==> config.mk <==
export PLATFORM = sky130hd
export DESIGN_NAME = protection_dsp_coeff_bank
export DESIGN_NICKNAME = d
export VERILOG_FILES = /design/src/protection_dsp_coeff_bank.v
export VERILOG_INCLUDE_DIRS = /design/src
export SDC_FILE = /design/constraint.sdc
export NUM_CORES = 2
export LEC_CHECK = 0
export BUFFER_PORTS_ARGS = -buffer_cell sky130_fd_sc_hd__buf_2
export CAP_MARGIN = 20
export CORE_UTILIZATION = 27
export DETAILED_ROUTE_END_ITERATION = 6
export PLACE_DENSITY_LB_ADDON = 0.12
export SETUP_SLACK_MARGIN = 0.3
export SYNTH_ARGS = -nofsm -noshare
export SYNTH_HDL_FRONTEND = slang
export SYNTH_SLANG_ARGS = --single-unit
==> constraint.sdc <==
create_clock -name sys_clk -period 4.5 [get_ports sys_clk]
set_input_delay 0.45 -clock sys_clk [delete_from_list [all_inputs] [get_ports sys_clk]]
set_output_delay 0.45 -clock sys_clk [all_outputs]
set_load 0.02 [all_outputs]
==> src/protection_dsp_coeff_bank_defines.vh <==
`ifndef PROTECTION_DSP_COEFF_BANK_DEFINES_VH
`define PROTECTION_DSP_COEFF_BANK_DEFINES_VH

// pages holding the coefficient words
`define COEFF_PAGE_LIMIT 8'h04
`define COEFF_PAGE_TRACK 8'h05

// page 4 word base addresses (first byte of each word)
`define OFS_LIMITER_SLOPE_COEFF 8'h1C
`define OFS_BROWNOUT_THRESHOLD 8'h20
`define OFS_BROWNOUT_SHUTDOWN_THRESHOLD 8'h24
`define OFS_THERMAL_FOLD_SLOPE 8'h40
`define OFS_THERMAL_FOLD_HOLD_COUNT 8'h44
`define OFS_THERMAL_FOLD_RELEASE_RATE 8'h48
`define OFS_THERMAL_FOLD_TEMP_THRESHOLD 8'h4C
`define OFS_THERMAL_FOLD_MAX_ATTENUATION 8'h50
`define OFS_THERMAL_FOLD_ATTACK_RATE 8'h54

// page 5 word base addresses
`define OFS_OUTPUT_STAGE_EFFICIENCY 8'h14
`define OFS_LOW_VOLTAGE_INFLATION_FACTOR 8'h1C
`define OFS_TRACKING_HOLD_TIME 8'h20
`define OFS_TRACKING_RELEASE_WINDOW 8'h24
`define OFS_TRACKING_PEAK_DECAY 8'h28
`define OFS_TRACKING_SMOOTHING_CONSTANT 8'h2C
`define OFS_TRACKING_INFLATION_FACTOR 8'h30

// reset values
`define RST_LIMITER_SLOPE_COEFF 32'h10000000
`define RST_BROWNOUT_THRESHOLD 32'h0B999999
`define RST_BROWNOUT_SHUTDOWN_THRESHOLD 32'h0ACCCCCD
`define RST_THERMAL_FOLD_SLOPE 32'h721482C0
`define RST_THERMAL_FOLD_HOLD_COUNT 32'h00000258
`define RST_THERMAL_FOLD_RELEASE_RATE 32'h40BDB7C0
`define RST_THERMAL_FOLD_TEMP_THRESHOLD 32'h3982607F
`define RST_THERMAL_FOLD_MAX_ATTENUATION 32'h2D6A866F
`define RST_THERMAL_FOLD_ATTACK_RATE 32'h7C5E4E02
`define RST_OUTPUT_STAGE_EFFICIENCY 32'h6CCCCCCC
`define RST_LOW_VOLTAGE_INFLATION_FACTOR 32'h04CCCCCC
`define RST_TRACKING_HOLD_TIME 32'h00000180
`define RST_TRACKING_RELEASE_WINDOW 32'h00000000
`define RST_TRACKING_PEAK_DECAY 32'h79999999
`define RST_TRACKING_SMOOTHING_CONSTANT 32'h0538EF34
`define RST_TRACKING_INFLATION_FACTOR 32'h40000000

// byte slot of a word: address bits [1:0], slot 0 is the most significant byte
`define BYTE_SLOT_LAST 2'h3

`endif

==> src/protection_dsp_coeff_bank.v <==
`timescale 1ns/1ps
`default_nettype none
`include "protection_dsp_coeff_bank_defines.vh"

module protection_dsp_coeff_bank (
    input wire sys_clk,
    input wire rst_n,
    input wire [7:0] pageSel,
    input wire [7:0] byteAddr,
    input wire byteWrStb,
    input wire [7:0] byteWrData,
    input wire byteRdStb,
    input wire backDoorEn,
    output reg [7:0] byteRdData_ff,
    output reg [31:0] limiter_slope_value_ff,
    output reg [31:0] brownout_guard_level_ff,
    output reg [31:0] brownout_shutdown_level_ff,
    output reg [31:0] thermal_fold_slope_value_ff,
    output reg [31:0] thermal_fold_hold_value_ff,
    output reg [31:0] thermal_fold_release_value_ff,
    output reg [31:0] thermal_fold_temp_value_ff,
    output reg [31:0] thermal_fold_max_cut_ff,
    output reg [31:0] thermal_fold_attack_value_ff,
    output reg [31:0] stage_efficiency_value_ff,
    output reg [31:0] low_voltage_inflation_ff,
    output reg [31:0] tracking_hold_value_ff,
    output reg [31:0] release_window_value_ff,
    output reg [31:0] peak_decay_value_ff,
    output reg [31:0] smoothing_time_value_ff,
    output reg [31:0] tracking_inflation_ff
);

    localparam NREG = 16;

    // staged words: software view; the dsp outputs follow on the last byte, the release window only in back-door mode
    reg [31:0] stage_ff [0:NREG-1];
    reg [31:0] windowCommit_ff;
    reg [4:0] hitIdx;
    reg hit;
    wire [7:0] wordBase;
    wire [1:0] slot;
    wire [31:0] hitWord;
    reg [31:0] nxt_word;
    reg [7:0] nxt_rdData;

    assign wordBase = {byteAddr[7:2], 2'b00};
    assign slot = byteAddr[1:0];

    // page and word decode; unmapped bytes read zero and ignore writes
    always @* begin
        hit = 1'b1;
        hitIdx = 5'h00;
        if (pageSel == `COEFF_PAGE_LIMIT) begin
            if (wordBase == `OFS_LIMITER_SLOPE_COEFF) begin
                hitIdx = 5'h00;
            end else if (wordBase == `OFS_BROWNOUT_THRESHOLD) begin
                hitIdx = 5'h01;
            end else if (wordBase == `OFS_BROWNOUT_SHUTDOWN_THRESHOLD) begin
                hitIdx = 5'h02;
            end else if (wordBase == `OFS_THERMAL_FOLD_SLOPE) begin
                hitIdx = 5'h03;
            end else if (wordBase == `OFS_THERMAL_FOLD_HOLD_COUNT) begin
                hitIdx = 5'h04;
            end else if (wordBase == `OFS_THERMAL_FOLD_RELEASE_RATE) begin
                hitIdx = 5'h05;
            end else if (wordBase == `OFS_THERMAL_FOLD_TEMP_THRESHOLD) begin
                hitIdx = 5'h06;
            end else if (wordBase == `OFS_THERMAL_FOLD_MAX_ATTENUATION) begin
                hitIdx = 5'h07;
            end else if (wordBase == `OFS_THERMAL_FOLD_ATTACK_RATE) begin
                hitIdx = 5'h08;
            end else begin
                hit = 1'b0;
            end
        end else if (pageSel == `COEFF_PAGE_TRACK) begin
            if (wordBase == `OFS_OUTPUT_STAGE_EFFICIENCY) begin
                hitIdx = 5'h09;
            end else if (wordBase == `OFS_LOW_VOLTAGE_INFLATION_FACTOR) begin
                hitIdx = 5'h0A;
            end else if (wordBase == `OFS_TRACKING_HOLD_TIME) begin
                hitIdx = 5'h0B;
            end else if (wordBase == `OFS_TRACKING_RELEASE_WINDOW) begin
                hitIdx = 5'h0C;
            end else if (wordBase == `OFS_TRACKING_PEAK_DECAY) begin
                hitIdx = 5'h0D;
            end else if (wordBase == `OFS_TRACKING_SMOOTHING_CONSTANT) begin
                hitIdx = 5'h0E;
            end else if (wordBase == `OFS_TRACKING_INFLATION_FACTOR) begin
                hitIdx = 5'h0F;
            end else begin
                hit = 1'b0;
            end
        end else begin
            hit = 1'b0;
        end
    end

    assign hitWord = stage_ff[hitIdx[3:0]];

    // byte merge, slot 0 is bits 31:24
    always @* begin
        nxt_word = hitWord;
        case (slot)
            2'h0: nxt_word[31:24] = byteWrData;
            2'h1: nxt_word[23:16] = byteWrData;
            2'h2: nxt_word[15:8] = byteWrData;
            default: nxt_word[7:0] = byteWrData;
        endcase
    end

    always @* begin
        nxt_rdData = 8'h00;
        if (hit) begin
            case (slot)
                2'h0: nxt_rdData = hitWord[31:24];
                2'h1: nxt_rdData = hitWord[23:16];
                2'h2: nxt_rdData = hitWord[15:8];
                default: nxt_rdData = hitWord[7:0];
            endcase
        end
    end

    // software view of every word, reset from constants only
    always @(posedge sys_clk) begin
        if (!rst_n) begin
            stage_ff[0] <= `RST_LIMITER_SLOPE_COEFF;
            stage_ff[1] <= `RST_BROWNOUT_THRESHOLD;
            stage_ff[2] <= `RST_BROWNOUT_SHUTDOWN_THRESHOLD;
            stage_ff[3] <= `RST_THERMAL_FOLD_SLOPE;
            stage_ff[4] <= `RST_THERMAL_FOLD_HOLD_COUNT;
            stage_ff[5] <= `RST_THERMAL_FOLD_RELEASE_RATE;
            stage_ff[6] <= `RST_THERMAL_FOLD_TEMP_THRESHOLD;
            stage_ff[7] <= `RST_THERMAL_FOLD_MAX_ATTENUATION;
            stage_ff[8] <= `RST_THERMAL_FOLD_ATTACK_RATE;
            stage_ff[9] <= `RST_OUTPUT_STAGE_EFFICIENCY;
            stage_ff[10] <= `RST_LOW_VOLTAGE_INFLATION_FACTOR;
            stage_ff[11] <= `RST_TRACKING_HOLD_TIME;
            stage_ff[12] <= `RST_TRACKING_RELEASE_WINDOW;
            stage_ff[13] <= `RST_TRACKING_PEAK_DECAY;
            stage_ff[14] <= `RST_TRACKING_SMOOTHING_CONSTANT;
            stage_ff[15] <= `RST_TRACKING_INFLATION_FACTOR;
        end else begin
            if (byteWrStb && hit) begin
                stage_ff[hitIdx[3:0]] <= nxt_word;
            end
        end
    end

    // read byte holds until the next read strobe
    always @(posedge sys_clk) begin
        if (!rst_n) begin
            byteRdData_ff <= 8'h00;
        end else begin
            if (byteRdStb) begin
                byteRdData_ff <= nxt_rdData;
            end
        end
    end

    // dsp copy updates only when the least significant byte lands, so the
    // dsp never runs on a half-written coefficient
    wire commit;
    assign commit = byteWrStb && hit && (slot == `BYTE_SLOT_LAST);

    // one select per word keeps each dsp register a plain load-enable flop
    wire commitLimiterSlope = commit && (hitIdx == 5'h00);
    wire commitGuardLevel = commit && (hitIdx == 5'h01);
    wire commitShutdownLevel = commit && (hitIdx == 5'h02);
    wire commitFoldSlope = commit && (hitIdx == 5'h03);
    wire commitFoldHold = commit && (hitIdx == 5'h04);
    wire commitFoldRelease = commit && (hitIdx == 5'h05);
    wire commitFoldTemp = commit && (hitIdx == 5'h06);
    wire commitFoldMaxCut = commit && (hitIdx == 5'h07);
    wire commitFoldAttack = commit && (hitIdx == 5'h08);
    wire commitEfficiency = commit && (hitIdx == 5'h09);
    wire commitLowInflation = commit && (hitIdx == 5'h0A);
    wire commitTrackHold = commit && (hitIdx == 5'h0B);
    wire commitWindow = commit && (hitIdx == 5'h0C);
    wire commitPeakDecay = commit && (hitIdx == 5'h0D);
    wire commitSmoothing = commit && (hitIdx == 5'h0E);
    wire commitTrackInflation = commit && (hitIdx == 5'h0F);

    always @(posedge sys_clk) begin
        if (!rst_n) begin
            limiter_slope_value_ff <= `RST_LIMITER_SLOPE_COEFF;
        end else begin
            if (commitLimiterSlope) begin
                limiter_slope_value_ff <= nxt_word;
            end
        end
    end

    always @(posedge sys_clk) begin
        if (!rst_n) begin
            brownout_guard_level_ff <= `RST_BROWNOUT_THRESHOLD;
        end else begin
            if (commitGuardLevel) begin
                brownout_guard_level_ff <= nxt_word;
            end
        end
    end

    always @(posedge sys_clk) begin
        if (!rst_n) begin
            brownout_shutdown_level_ff <= `RST_BROWNOUT_SHUTDOWN_THRESHOLD;
        end else begin
            if (commitShutdownLevel) begin
                brownout_shutdown_level_ff <= nxt_word;
            end
        end
    end

    always @(posedge sys_clk) begin
        if (!rst_n) begin
            thermal_fold_slope_value_ff <= `RST_THERMAL_FOLD_SLOPE;
        end else begin
            if (commitFoldSlope) begin
                thermal_fold_slope_value_ff <= nxt_word;
            end
        end
    end

    always @(posedge sys_clk) begin
        if (!rst_n) begin
            thermal_fold_hold_value_ff <= `RST_THERMAL_FOLD_HOLD_COUNT;
        end else begin
            if (commitFoldHold) begin
                thermal_fold_hold_value_ff <= nxt_word;
            end
        end
    end

    always @(posedge sys_clk) begin
        if (!rst_n) begin
            thermal_fold_release_value_ff <= `RST_THERMAL_FOLD_RELEASE_RATE;
        end else begin
            if (commitFoldRelease) begin
                thermal_fold_release_value_ff <= nxt_word;
            end
        end
    end

    always @(posedge sys_clk) begin
        if (!rst_n) begin
            thermal_fold_temp_value_ff <= `RST_THERMAL_FOLD_TEMP_THRESHOLD;
        end else begin
            if (commitFoldTemp) begin
                thermal_fold_temp_value_ff <= nxt_word;
            end
        end
    end

    always @(posedge sys_clk) begin
        if (!rst_n) begin
            thermal_fold_max_cut_ff <= `RST_THERMAL_FOLD_MAX_ATTENUATION;
        end else begin
            if (commitFoldMaxCut) begin
                thermal_fold_max_cut_ff <= nxt_word;
            end
        end
    end

    always @(posedge sys_clk) begin
        if (!rst_n) begin
            thermal_fold_attack_value_ff <= `RST_THERMAL_FOLD_ATTACK_RATE;
        end else begin
            if (commitFoldAttack) begin
                thermal_fold_attack_value_ff <= nxt_word;
            end
        end
    end

    always @(posedge sys_clk) begin
        if (!rst_n) begin
            stage_efficiency_value_ff <= `RST_OUTPUT_STAGE_EFFICIENCY;
        end else begin
            if (commitEfficiency) begin
                stage_efficiency_value_ff <= nxt_word;
            end
        end
    end

    always @(posedge sys_clk) begin
        if (!rst_n) begin
            low_voltage_inflation_ff <= `RST_LOW_VOLTAGE_INFLATION_FACTOR;
        end else begin
            if (commitLowInflation) begin
                low_voltage_inflation_ff <= nxt_word;
            end
        end
    end

    always @(posedge sys_clk) begin
        if (!rst_n) begin
            tracking_hold_value_ff <= `RST_TRACKING_HOLD_TIME;
        end else begin
            if (commitTrackHold) begin
                tracking_hold_value_ff <= nxt_word;
            end
        end
    end

    always @(posedge sys_clk) begin
        if (!rst_n) begin
            peak_decay_value_ff <= `RST_TRACKING_PEAK_DECAY;
        end else begin
            if (commitPeakDecay) begin
                peak_decay_value_ff <= nxt_word;
            end
        end
    end

    always @(posedge sys_clk) begin
        if (!rst_n) begin
            smoothing_time_value_ff <= `RST_TRACKING_SMOOTHING_CONSTANT;
        end else begin
            if (commitSmoothing) begin
                smoothing_time_value_ff <= nxt_word;
            end
        end
    end

    always @(posedge sys_clk) begin
        if (!rst_n) begin
            tracking_inflation_ff <= `RST_TRACKING_INFLATION_FACTOR;
        end else begin
            if (commitTrackInflation) begin
                tracking_inflation_ff <= nxt_word;
            end
        end
    end

    // committed window word, so back-door mode never exposes a half-written value
    always @(posedge sys_clk) begin
        if (!rst_n) begin
            windowCommit_ff <= `RST_TRACKING_RELEASE_WINDOW;
        end else begin
            if (commitWindow) begin
                windowCommit_ff <= nxt_word;
            end
        end
    end

    // window is handed to the tracker only in back-door mode, else zero
    always @(posedge sys_clk) begin
        if (!rst_n) begin
            release_window_value_ff <= 32'h00000000;
        end else begin
            release_window_value_ff <= backDoorEn ? windowCommit_ff : 32'h00000000;
        end
    end

endmodule // protection_dsp_coeff_bank
`default_nettype wire

==> out/results.ini <==
[synthesis]
synth_cell_types = 82
synth_top_family_by_area = simple AND/OR/NAND/NOR gates
netlist_area_um2 = 42000
synth_edf_count = 512
syn_avg_cell_area_um2 = 10.4
synth_top_cell_by_area = edfxtp_1
yosysWarnings = 0
ys_top_cells_by_area = edfxtp_1 37%, dfxtp_1 26%, nand2_1 6.3%
synth_top_area_share = 0.366
yosys-mux-area-fraction = 0.0253
syn_nets = 4062
synth_xor_area_frac = 0
synthAdderAreaFrac = 0
synth-async-reset-ratio = 0
synth_compound_area_frac = 0.146
ys_ff_latch = 1064
yosys.area_share.simple = 0.159
synth-seq-area-share = 0.629
netlist_instances = 4033
synth_top_flop_cell = dfxtp_1

[clock_network]
clk_latency_ps = 760
cts_max_path_buffers = 3
htreeDepth = 3
clk_pin_slew_ps = 60
post_cts_resized = 0
ctsHoldBuffers = 0
numCtsBuffers = 117
cts_setup_buffers = 0
cts_sinks = 1064
cts_tree = built
root_buffer = clkbuf_16

[placed_design]
gp_congestion = 0.848
port_buffers = 548
hpwl_um = 125000

[timing]
slew_violations = 0
worst_pin_slew_ps = 1090
setup_viol = 0
fmax_mhz = 265
period_share = 0.838
slew_headroom = 0.268
finalHoldViolCount = 0
final.setup.tns_ps = 0
final.min_clock_period_ps = 3770
rsz0062_at_grt = no
finClkSkew_ps = 36.5

[power]
p_comb_frac = 0.047
p_switching_mw = 4.93
p_seq_frac = 0.491
power.total_mw = 20.9
clkPwrFrac = 0.462
p_per_area_nw_per_um2 = 399
p_leak_nw = 20.2
irDropWorstVdd_mv = 0.299
intPower_mw = 15.9
p_sw_frac = 0.236

[grt]
grt-ovfl-total = 0
antenna_found_initial = 6
grt_start_max_net_pins = 206
grt_pass1_wl_um = 262000
grt_pass1_vias = 32100
groute.usage.overall = 0.235

[setup_path]
critPathKind = primary input to flop
crit_required_ps = 4970
cp-end-kind = flop
crit_arrival_ps = 4240
crit_path_start_kind = primary input
worst-path-max-fanout = 38

[final_layout]
nets = 4621
final_cell_mix = 686 x nand2_1, 552 x dfxtp_1, 547 x buf_2
utilization = 0.339
layout_commonest_cell = nand2_1
drive_gt1_frac = 0.236
syn_to_final_growth_pct = 24.5
largest_register_ffs = 512
regMostFlops = stage_ff

[floorplan]
die_height_um = 397
core_area_um2 = 154000
die_area_um2 = 157000
std_cell_rows = 144
start_util = 0.273
die_w_um = 397
boundaryPins = 549

[flow_run]
max-cap-violations = 0

[drt]
drt-initial-drc-count = 3339
drc = 16
vias = 34200
vias_per_cell = 5.08
antenna_left = 0
firstDrtPassIters = 7
wl_per_cell_um = 28.2
wl_um = 190000

[status]
violations = DRC
status = finished, violations left

[hold_path]
min_path_type = primary input to flop

[power groups by stage]
| stage | logic [mW] | registers [mW] | clock network (mW) |
|---|---|---|---|
| detailed placement | 0.966 | 10.5 | 0 |
| floorplan | 0.445 | 10.5 | 0 |
| CTS | 0.966 | 10.3 | 9.84 |
| global route | 1.02 | 10.3 | 10.2 |
| global placement | 0.964 | 10.5 | 0 |
| finish | 0.978 | 10.3 | 9.64 |
[critical path, cell delays in order]
cell and delay [ps]:
buf_2 200, or3b_1 410, buf_4 190, a2bb2o_1 330, a21oi_4 180, buf_12 230
buf_12 210, buf_12 280, buf_4 250, mux2i_1 220, o22ai_1 160, nor4_1 250
o21ai_1 190, mux2i_4 270, buf_12 250, nand2_1 70
[per-stage QoR]
| step | instance area [um2] | setup WS [ps] | hold WS [ps] | cells |
|---|---|---|---|---|
| floorplan | 42000 | 461 | 442 | 4033 |
| global placement | 48400 | 10.3 | 446 | 6512 |
| detailed placement | 48400 | -28.5 | 455 | 6513 |
| CTS | 52200 | 780 | 67.9 | 6732 |
| global route | 52300 | 518 | 114 | 6736 |
| finish | 52300 | 729 | 105 | 6738 |
[logic make-up (layout without fill, tap and decap cells)]
group	Yosys count	in the layout
other	0	2
AND/OR/NAND/NOR	1518	1518
multiplexers	105	105
buffers and inverters	378	1037
AO/OA/AOI/OAI	968	968
flip-flops	1064	1064
[final timing paths]
| kind | startpoint | to | slack (ps) | cells after the start |
|---|---|---|---|---|
| worst max-delay path | byteAddr[6] | stage_ff[14][26]$_SDFFCE_PN1P_ | 730 | 16 |
| worst min-delay path | byteWrData[4] | thermal_fold_attack_value_ff[4]$_SDFFE_PN0P_ | 110 | 3 |
| worst max register to register | stage_ff[2][17]$_SDFFCE_PN0P_ | stage_ff[15][17]$_SDFFCE_PN0P_ | 1710 | 8 |
| worst min register to register | thermal_fold_hold_value_ff[5]$_SDFFE_PN0P_ | thermal_fold_hold_value_ff[5]$_SDFFE_PN0P_ | 460 | 2 |
[per-layer routing]
metal	GRT usage	part of all wire	vias to the layer above
met5	0	0	-
met4	0.0672	0.026	0
met3	0.0568	0.081	187
met2	0.374	0.46	1284
met1	0.314	0.43	17300
li1	-	-	15500
[layout make-up]
class | count | area (um2)
tap | 2044 | 2560
fill | 15800 | 102000
sequential | 1064 | 26400
clock buffer | 170 | 3390
antenna | 2 | 5.00
multi-input combinational | 2591 | 14200
clock inverter | 49 | 402
inverter | 3 | 11.3
timing repair buffer | 815 | 5320
[synth_stat cells, types with 23 or more instances]
library cell / n
nor2b_1: 72
buf_2: 120
a32oi_1: 24
a21oi_1: 266
o21ai_0: 282
clkbuf_1: 216
nand2_1: 704
mux2i_1: 103
and3_1: 64
nand3_1: 129
nor2_1: 391
dfxtp_1: 552
nor3_1: 23
o22ai_1: 32
o211ai_1: 170
edfxtp_1: 512
a22oi_1: 65
nand4_1: 24
Power figures use the tool's default switching activity.
